File: src/hw/plcs_defines.svh
// What this block does
// - echo peak heights, two per word, read-only
// - strap readback bits at fixed positions
// - wake code to send, bits 11-9
// - sleep code to send, bits 8-6
// - expected wake code, bits 5-3
// - expected sleep code, bits 2-0
// - wake received after enough consecutive wake symbols
// - sleep received after enough consecutive sleep symbols
// - max wait timer, microseconds times sixteen
// - min wait timer, microseconds times sixteen
// - fallback on energy loss or lock
// - fallback on energy loss alone
// - bypass datapath reset from coding sublayer
// - forced link status replaces real status
// - link control override when autoneg enabled
//
// Purpose: offsets, fields, resets and timing counts of the link config bank
// Assumes: printed offsets are register indices; byte address is four times index
// Notes:   definitions only
`ifndef PLCS_DEFINES_SVH
`define PLCS_DEFINES_SVH

// ==========================================================
// register indices
`define PLCS_IDX_PEAK_A      12'h030C
`define PLCS_IDX_PEAK_B      12'h030D
`define PLCS_IDX_SIGNS       12'h030E
`define PLCS_IDX_SUMMARY     12'h030F
`define PLCS_IDX_STRAP_LO    12'h045D
`define PLCS_IDX_STRAP_HI    12'h045E
`define PLCS_IDX_REVISION    12'h0466
`define PLCS_IDX_CODES       12'h0514
`define PLCS_IDX_THRESH      12'h0515
`define PLCS_IDX_MAXWAIT     12'h0518
`define PLCS_IDX_PHYCTRL     12'h0519

// ==========================================================
// reset values
`define PLCS_RST_CODES       16'h08E3
`define PLCS_RST_THRESH      16'h0808
`define PLCS_RST_MAXWAIT     16'h17CE
`define PLCS_RST_PHYCTRL     16'h003D

// ==========================================================
// writable and readback masks
`define PLCS_MASK_CODES      16'h0FFF
`define PLCS_MASK_THRESH     16'h7F7F
`define PLCS_MASK_SIGNS      16'h001F
`define PLCS_MASK_SUMMARY    16'h3FF3
`define PLCS_MASK_PHYCTRL    16'h7FFF

// ==========================================================
// field positions
`define PLCS_TXW_LSB         9
`define PLCS_TXS_LSB         6
`define PLCS_RXW_LSB         3
`define PLCS_RXS_LSB         0
`define PLCS_WLIM_LSB        8
`define PLCS_SLIM_LSB        0
`define PLCS_FB_LOCK_BIT     14
`define PLCS_FB_ENERGY_BIT   13
`define PLCS_BYP_DSP_BIT     12
`define PLCS_FLS_VAL_BIT     11
`define PLCS_FLS_EN_BIT      10
`define PLCS_LCO_VAL_BIT     9
`define PLCS_LCO_EN_BIT      8

// ==========================================================
// timing
`define PLCS_CLK_MHZ         20
`define PLCS_US_SCALE        16
`define PLCS_US_CYCLES       (`PLCS_CLK_MHZ)

`endif

File: src/hw/plcs_pkg.sv
// Purpose: types of the link config bank
// Assumes: nothing
// Notes:   constants live in plcs_defines.svh
package plcs_pkg;
    typedef enum logic [2:0] {
        PLCS_AP_IDLE = 3'b001,
        PLCS_AP_WR   = 3'b010,
        PLCS_AP_RD   = 3'b100
    } plcs_phase_e;

    typedef logic [15:0] plcs_word_t;
endpackage : plcs_pkg

File: src/hw/plcs_regs.sv
// Purpose: link config/status bank with AHB-Lite slave and wait timers
// Assumes: status inputs synchronous to ref_clk_in
// Notes:   one-cycle zero-wait slave, OKAY always
`timescale 1ns/1ns
`include "plcs_defines.svh"

module plcs_regs
    import plcs_pkg::*;
#(
    parameter int  REV_WIDTH = 4,
    parameter logic [3:0] REV_VALUE = 4'h5 // arbitrary value
) (
    input  wire logic        ref_clk_in,                 // 20 MHz clock
    input  wire logic        nrst_in,                    // async reset, low
    input  wire logic        hsel_in,                    // slave select
    input  wire logic [31:0] haddr_in,                   // byte address
    input  wire logic [1:0]  htrans_in,                  // transfer type
    input  wire logic        hwrite_in,                  // write
    input  wire logic [2:0]  hsize_in,                   // size
    input  wire logic [31:0] hwdata_in,                  // write data
    input  wire logic        hready_in,                  // bus ready
    output logic      [31:0] hrdata_out,                 // read data
    output logic             hreadyout_out,              // slave ready
    output logic             hresp_out,                  // response
    input  wire logic [7:0]  echo_first_height_in,       // peak 1
    input  wire logic [7:0]  echo_second_height_in,      // peak 2
    input  wire logic [7:0]  echo_third_height_in,       // peak 3
    input  wire logic [7:0]  echo_fourth_height_in,      // peak 4
    input  wire logic [4:0]  echo_polarity_in,           // peaks 4..0 sign
    input  wire logic [15:0] reflect_summary_in,         // fault/state/act
    input  wire logic [15:0] strap_low_in,               // sampled straps
    input  wire logic [15:0] strap_high_in,              // sampled straps
    input  wire logic [2:0]  rx_symbol_in,               // received code
    input  wire logic        rx_symbol_valid_in,         // code strobe
    input  wire logic        real_link_status_in,        // true link
    input  wire logic        link_control_in,            // internal link ctl
    input  wire logic        autoneg_en_in,              // autoneg on
    input  wire logic        maxwait_start_in,           // start max timer
    input  wire logic        minwait_start_in,           // start min timer
    output logic      [2:0]  sent_wake_symbol_out,       // tx wake code
    output logic      [2:0]  sent_sleep_symbol_out,      // tx sleep code
    output logic             wake_received_out,          // wake command seen
    output logic             sleep_received_out,         // sleep command seen
    output logic             maxwait_done_out,           // max timer expired
    output logic             minwait_done_out,           // min timer expired
    output logic             fallback_lock_en_out,       // fallback energy/lock
    output logic             fallback_energy_en_out,     // fallback energy
    output logic             bypass_dsp_reset_out,       // no dsp reset
    output logic             link_status_out,            // reported status
    output logic             link_control_out            // effective ctl
);

    // elaboration check: the revision field is four bits wide
    if (REV_WIDTH != 4) begin : g_rev_check
        $error("plcs_regs: REV_WIDTH must be 4");
    end

    localparam logic [7:0] US_CYC = 8'(`PLCS_US_CYCLES);

    typedef struct packed {
        plcs_phase_e phase;
        logic [11:0] idx;
        logic [15:0] codes;
        logic [15:0] thresh;
        logic [15:0] maxwait;
        logic [15:0] phyctrl;
        logic [31:0] rdata;
        logic [6:0]  wake_cnt;
        logic [6:0]  sleep_cnt;
        logic        wake_rx;
        logic        sleep_rx;
        logic [7:0]  us_div;
        logic        max_run;
        logic [19:0] max_cnt;
        logic        max_done;
        logic        min_run;
        logic [11:0] min_cnt;
        logic        min_done;
        logic        link_stat;
        logic        link_ctl;
    } plcs_state_s;

    plcs_state_s st_ff;
    plcs_state_s nxt_st;

    // ==========================================================
    // read mux
    function automatic plcs_word_t rd_word(input logic [11:0] idx,
                                           input plcs_state_s s);
        plcs_word_t w;
        w = 16'h0000;
        unique case (idx)
            `PLCS_IDX_PEAK_A:   w = {echo_second_height_in, echo_first_height_in};
            `PLCS_IDX_PEAK_B:   w = {echo_fourth_height_in, echo_third_height_in};
            `PLCS_IDX_SIGNS:    w = {11'h000, echo_polarity_in} & `PLCS_MASK_SIGNS;
            `PLCS_IDX_SUMMARY:  w = reflect_summary_in & `PLCS_MASK_SUMMARY;
            `PLCS_IDX_STRAP_LO: w = strap_low_in;
            `PLCS_IDX_STRAP_HI: w = strap_high_in;
            `PLCS_IDX_REVISION: w = {12'h000, REV_VALUE};
            `PLCS_IDX_CODES:    w = s.codes;
            `PLCS_IDX_THRESH:   w = s.thresh;
            `PLCS_IDX_MAXWAIT:  w = s.maxwait;
            `PLCS_IDX_PHYCTRL:  w = s.phyctrl;
            default:            w = 16'h0000;
        endcase
        return w;
    endfunction : rd_word

    // ==========================================================
    // next state
    always_comb begin
        logic [15:0] wd;
        logic        take;
        logic [2:0]  rxw;
        logic [2:0]  rxs;
        logic [6:0]  wlim;
        logic [6:0]  slim;
        wd     = hwdata_in[15:0];
        take   = hsel_in && hready_in && htrans_in[1];
        rxw    = st_ff.codes[`PLCS_RXW_LSB +: 3];
        rxs    = st_ff.codes[`PLCS_RXS_LSB +: 3];
        wlim   = st_ff.thresh[`PLCS_WLIM_LSB +: 7];
        slim   = st_ff.thresh[`PLCS_SLIM_LSB +: 7];
        nxt_st = st_ff;
        // write data phase
        if (st_ff.phase == PLCS_AP_WR) begin
            unique case (st_ff.idx)
                `PLCS_IDX_CODES:   nxt_st.codes   = wd & `PLCS_MASK_CODES;
                `PLCS_IDX_THRESH:  nxt_st.thresh  = wd & `PLCS_MASK_THRESH;
                `PLCS_IDX_MAXWAIT: nxt_st.maxwait = wd;
                `PLCS_IDX_PHYCTRL: nxt_st.phyctrl = wd & `PLCS_MASK_PHYCTRL;
                default: ;
            endcase
        end
        nxt_st.phase = PLCS_AP_IDLE;
        if (take) begin
            nxt_st.idx   = haddr_in[13:2];
            nxt_st.phase = hwrite_in ? PLCS_AP_WR : PLCS_AP_RD;
            if (!hwrite_in)
                nxt_st.rdata = {16'h0000, rd_word(haddr_in[13:2], st_ff)};
        end
        if (|haddr_in[31:14] && take) begin
            nxt_st.idx = 12'hFFF;
            // a write out of range leaves the last read data standing
            if (!hwrite_in)
                nxt_st.rdata = 32'h0000_0000;
        end
        // consecutive symbol counting
        nxt_st.wake_rx  = 1'b0;
        nxt_st.sleep_rx = 1'b0;
        if (rx_symbol_valid_in) begin
            if (rx_symbol_in == rxw) begin
                nxt_st.wake_cnt = (st_ff.wake_cnt == 7'h7F) ? st_ff.wake_cnt
                                                          : st_ff.wake_cnt + 7'd1;
                // saturated count keeps the flag up on long runs
                nxt_st.wake_rx  = (nxt_st.wake_cnt >= wlim);
            end else begin
                nxt_st.wake_cnt = 7'd0;
            end
            if (rx_symbol_in == rxs) begin
                nxt_st.sleep_cnt = (st_ff.sleep_cnt == 7'h7F) ? st_ff.sleep_cnt
                                                            : st_ff.sleep_cnt + 7'd1;
                nxt_st.sleep_rx  = (nxt_st.sleep_cnt >= slim);
            end else begin
                nxt_st.sleep_cnt = 7'd0;
            end
        end else begin
            nxt_st.wake_rx  = st_ff.wake_rx;
            nxt_st.sleep_rx = st_ff.sleep_rx;
        end
        // microsecond tick
        nxt_st.us_div = (st_ff.us_div == US_CYC - 8'd1) ? 8'd0 : st_ff.us_div + 8'd1;
        // wait timers, value times sixteen microseconds
        if (maxwait_start_in) begin
            nxt_st.max_run  = 1'b1;
            nxt_st.max_done = 1'b0;
            nxt_st.max_cnt  = {st_ff.maxwait, 4'h0};
        end else if (st_ff.max_run && st_ff.us_div == 8'd0) begin
            if (st_ff.max_cnt <= 20'd1) begin
                nxt_st.max_run  = 1'b0;
                nxt_st.max_done = 1'b1;
            end else begin
                nxt_st.max_cnt = st_ff.max_cnt - 20'd1;
            end
        end
        if (minwait_start_in) begin
            nxt_st.min_run  = 1'b1;
            nxt_st.min_done = 1'b0;
            nxt_st.min_cnt  = {st_ff.phyctrl[7:0], 4'h0};
        end else if (st_ff.min_run && st_ff.us_div == 8'd0) begin
            if (st_ff.min_cnt <= 12'd1) begin
                nxt_st.min_run  = 1'b0;
                nxt_st.min_done = 1'b1;
            end else begin
                nxt_st.min_cnt = st_ff.min_cnt - 12'd1;
            end
        end
        // link status and control overrides
        nxt_st.link_stat = st_ff.phyctrl[`PLCS_FLS_EN_BIT] ?
                           st_ff.phyctrl[`PLCS_FLS_VAL_BIT] : real_link_status_in;
        nxt_st.link_ctl  = (st_ff.phyctrl[`PLCS_LCO_EN_BIT] && autoneg_en_in) ?
                           st_ff.phyctrl[`PLCS_LCO_VAL_BIT] : link_control_in;
    end

    // ==========================================================
    // state register
    always_ff @(posedge ref_clk_in or negedge nrst_in) begin
        if (!nrst_in) begin
            st_ff         <= '0;
            st_ff.phase   <= PLCS_AP_IDLE;
            st_ff.codes   <= `PLCS_RST_CODES;
            st_ff.thresh  <= `PLCS_RST_THRESH;
            st_ff.maxwait <= `PLCS_RST_MAXWAIT;
            st_ff.phyctrl <= `PLCS_RST_PHYCTRL;
        end else begin
            st_ff <= nxt_st;
        end
    end

    // ==========================================================
    // outputs
    assign hrdata_out             = st_ff.rdata;
    assign hreadyout_out          = 1'b1;
    assign hresp_out              = 1'b0;
    assign sent_wake_symbol_out   = st_ff.codes[`PLCS_TXW_LSB +: 3];
    assign sent_sleep_symbol_out  = st_ff.codes[`PLCS_TXS_LSB +: 3];
    assign wake_received_out      = st_ff.wake_rx;
    assign sleep_received_out     = st_ff.sleep_rx;
    assign maxwait_done_out       = st_ff.max_done;
    assign minwait_done_out       = st_ff.min_done;
    assign fallback_lock_en_out   = st_ff.phyctrl[`PLCS_FB_LOCK_BIT];
    assign fallback_energy_en_out = st_ff.phyctrl[`PLCS_FB_ENERGY_BIT];
    assign bypass_dsp_reset_out   = st_ff.phyctrl[`PLCS_BYP_DSP_BIT];
    assign link_status_out        = st_ff.link_stat;
    assign link_control_out       = st_ff.link_ctl;

endmodule : plcs_regs

File: config.mk
export PLATFORM = sky130hd
export DESIGN_NAME = plcs_regs
export DESIGN_NICKNAME = d
export VERILOG_FILES = /design/src/hw/plcs_pkg.sv /design/src/hw/plcs_regs.sv
export VERILOG_INCLUDE_DIRS = /design/src /design/src/hw
export SDC_FILE = /design/constraint.sdc
export NUM_CORES = 1
export LEC_CHECK = 0
export BUFFER_PORTS_ARGS = -buffer_cell sky130_fd_sc_hd__buf_2
export CORE_ASPECT_RATIO = 1.25
export CORE_UTILIZATION = 49
export DETAILED_ROUTE_END_ITERATION = 10
export GPL_ROUTABILITY_DRIVEN = 1
export PLACE_DENSITY = 0.77
export SETUP_SLACK_MARGIN = 0.1
export SKIP_LAST_GASP = 1
export SLEW_MARGIN = 30
export SYNTH_ARGS = -nofsm -noshare
export SYNTH_HDL_FRONTEND = slang
export SYNTH_SLANG_ARGS = --single-unit
File: constraint.sdc
create_clock -name ref_clk_in -period 2.5 [get_ports ref_clk_in]
set_input_delay 0.375 -clock ref_clk_in [delete_from_list [all_inputs] [get_ports ref_clk_in]]
set_output_delay 0.375 -clock ref_clk_in [all_outputs]
set_load 0.03 [all_outputs]
==> summary.txt <==
Worst setup path
  – FF-to-FF setup slack: 180 ps
  – Crit path top cell by count: ha_1
  – CP Capture Type: flop
  – Critical path data arrival time: 2630 ps
  – Critical-path cell list: ha_1 -> and2_2 -> nand4_1 -> mux2i_1 -> inv_1 -> ha_1 -> a21oi_2 -> nor2b_1 -> o21ai_1 -> a21o_1 -> a31oi_1
  – Worst reg2reg path startpoint: st_ff[56]
  – Cell count of the worst reg-to-reg path: 11
  – Startpoint type of the worst setup path: flop
  – Largest incremental delay on the critical path: 410 ps
  – Worst flop-to-flop path endpoint: wake_received_out
  – Critical path class: flop to flop
  – CP max FO: 5
  – Required time at the worst-slack endpoint: 2810 ps
  – Slowest cell on crit path: dfrtp_1

Clock tree
  – Buffers from clock root to sink, at most: 2
  – H-tree Lvls: 4
  – TritonCTS buffer count: 17
  – Clk sinks: 166
  – Clock latency on the worst-skew pair: 430 ps
  – CTS tree: yes
  – Clock root buffer: clkbuf_16
  – Clock Pin Slew Worst Setup and Hold Paths: 70 ps

Hold path
  – Worst Min Path Start: link_control_in
  – Number of cells on the worst hold path: 2
  – Endpoint, Worst Hold: link_control_out
  – Worst min-delay path class: input port to flop

Floorplanning
  – Standard cell core area: 18200 um^2
  – I/O pin total: 217
  – Initial core utilization: 50.1%
  – Die Ht: 154 um
  – Row count: 55
  – Die X-Extent: 124 um
  – Floorplan die area: 19100 um^2

GRT
  – Overflow after GRT: 0
  – Antenna violations before repair: 0
  – Global-route usage over all layers: 26.6%
  – Largest net degree at the start of global routing: 60
  – Via count of the first global-routing pass: 7322
  – Global-route wire length before repair: 38300 um

Logic synthesis
  – Post-synth EDFFs: 0
  – Leading post-synthesis cells by cell area: dfrtp_1 39%, mux2_2 6.8%, dfstp_2 6.6%
  – Library cells used by synthesis: 76
  – Fraction of the yosys area taken by sequential cells: 45.9%
  – Area of the mapped netlist: 9110 um^2
  – Post-synth top area share: 39.3%
  – Average footprint of a synthesized cell: 10.1 um^2
  – Total of warnings raised by yosys: 0
  – Number of instances in the synthesized netlist: 901
  – Flip-flop and latch count after synthesis: 166
  – Async S/R FF share, synth: 100%
  – Net Count, Synth: 1091
  – Most used DFF post-synth: dfrtp_1
  – Cell type contributing the most total cell area after synthesis: dfrtp_1

STA
  – Total negative setup slack: 0 ps
  – Final cycle utilization of the critical path: 92.8%
  – Final number of max-transition violations: 0
  – Final setup fails: 0
  – Unrepaired setup endpoints after global routing: yes
  – Hold slack final: 186 ps
  – Pin slew with the least headroom to its limit: 813 ps
  – Final Hold Violating Endpoints: 0
  – Crit path time final: 2320 ps
  – Achievable frequency: 431 MHz
  – Relative slew slack: 45.7%
  – Worst Skew: 14.3 ps

Route
  – Average detailed-routed wire length per instance: 18.8 um
  – Total number of vias: 7457
  – Remaining antenna violation count: 0
  – Average vias per placed instance: 5.68
  – Iteration-0 DRC count of the detailed router: 552
  – First-pass iteration count of the detailed router: 5
  – Total DRC errors in the routed layout: 0
  – Total detailed-routing wirelength: 24700 um

Finish
  – Post-route insts no fill: 1314
  – Area growth, synth to finish: 19.4%
  – Post-layout net count: 1263
  – Antenna Diode Count: 0
  – Post-route core utilization: 59.8%
  – Share of layout cells above drive strength 1: 34.6%

Power and ir drop
  – Power share of the combinational group: 8.7%
  – IR Drop Worst-Case VDD: 0.439 mV
  – Proportion of power drawn by flip-flops and latches: 48.2%
  – Total power density per cell area: 534 nW/um^2
  – Leak: 4.97 nW
  – Net switching power figure: 1.52 mW
  – Switching share of power: 26.2%
  – Clock network fraction of design power: 43.1%
  – Cell internal pwr: 4.29 mW

Placement
  – Cells after DPL: 1272
  – I/O Buffers: 188
  – Half-perimeter wire length after detailed placement: 19000 um
  – Placer's final routability congestion estimate: 0.900

Status
  – Result of the run: finished, final reports clean

Flow run
  – Count of max-cap constraint violations: 0
cell families after synthesis:
family | synth area share, %
AO/OA/AOI/OAI | 15.4
XOR/XNOR | 4.33
adder cells (fa/ha/maj) | 3.02
buffers and inverters | 6.47
flip-flops | 45.9
multiplexers | 8.18
other | 0.0825
AND/OR/NAND/NOR | 16.6
worst max path at each step:
stage | start | end | depth (start not counted)
2_1_floorplan | st_ff[55] | wake_received_out | 12
3_3_place_gp | st_ff[48] | sleep_received_out | 12
3_5_place_dp | st_ff[55] | wake_received_out | 11
4_1_cts | st_ff[48] | sleep_received_out | 12
5_1_grt | st_ff[49] | sleep_received_out | 11
6_report | st_ff[56] | wake_received_out | 11
Yosys cell counts (11+ instances only):
master / instances
nor2_1: 65
a22oi_1: 35
dfrtp_1: 143
nand2_1: 82
nor2b_1: 11
o21ai_0: 51
inv_1: 32
buf_4: 41
a21oi_1: 28
xnor2_1: 35
clkbuf_1: 28
mux2_2: 55
nor3_1: 12
o21ai_1: 16
nand4_1: 11
nand3_1: 13
dfstp_2: 23
and2_1: 23
ha_1: 22
per-layer routing:
metal,global-route usage (%),vias up,wire length (um)
li1,-,3525,-
met1,35.9,3577,10500
met2,41.3,301,11600
met3,5.79,54,1800
met4,11.0,0,853
met5,0,-,0
through the flow:
stage / power (mW) / area [um^2] / setup slack, ps
2_1_floorplan: 3.06 / 9110 / 145
3_3_place_gp: 3.33 / 10200 / 148
3_5_place_dp: 3.34 / 10200 / 115
4_1_cts: 5.83 / 10800 / 113
5_1_grt: 6.00 / 10900 / 69.9
6_report: 5.81 / 10900 / 181
final cells by class:
type	instances	area [um^2]
clock buffer	17	425
clock inverter	15	141
fill	1513	7300
inverter	32	120
multi-input combinational	623	4400
sequential	166	4180
tap	228	285
timing repair buffer	233	1320
layout by cell type (no fill, tap or decap), types with 18 or more instances in the layout:
cell and instances:
o21ai_1 18, nand2_1 82, inv_1 32, dfrtp_1 143, a21oi_1 26, nor2_1 65
dfstp_2 23, buf_4 41, buf_2 187, ha_1 21, mux2_2 55, and2_1 22
o21ai_0 49, xnor2_1 34, a22oi_1 35
power by group through the flow:
stage	Sequential [mW]	Clock, mW	Combinational (mW)
after floorplan	2.84	0	0.221
after global placement	2.85	0	0.478
after detailed placement	2.85	0	0.487
after CTS	2.80	2.54	0.490
after global routing	2.81	2.64	0.554
final	2.80	2.50	0.503
worst max-delay path, delay by kind of cell (launching register included):
family | cells | cell delay, ps
compound gates | 4 | 470
fa+ha+maj | 2 | 490
buf+inv | 1 | 70
flops | 1 | 410
mux | 1 | 280
simple gates | 3 | 480
what timing repair did:
item,in CTS,in global routing
pin swaps,1,8
hold buffers,1,0
endpoints found under the setup margin,1,9
hold endpoints to repair,48,0
buffers inserted,1,8
resized for setup,0,12
Note: power is estimated with default switching activity, not from simulation.
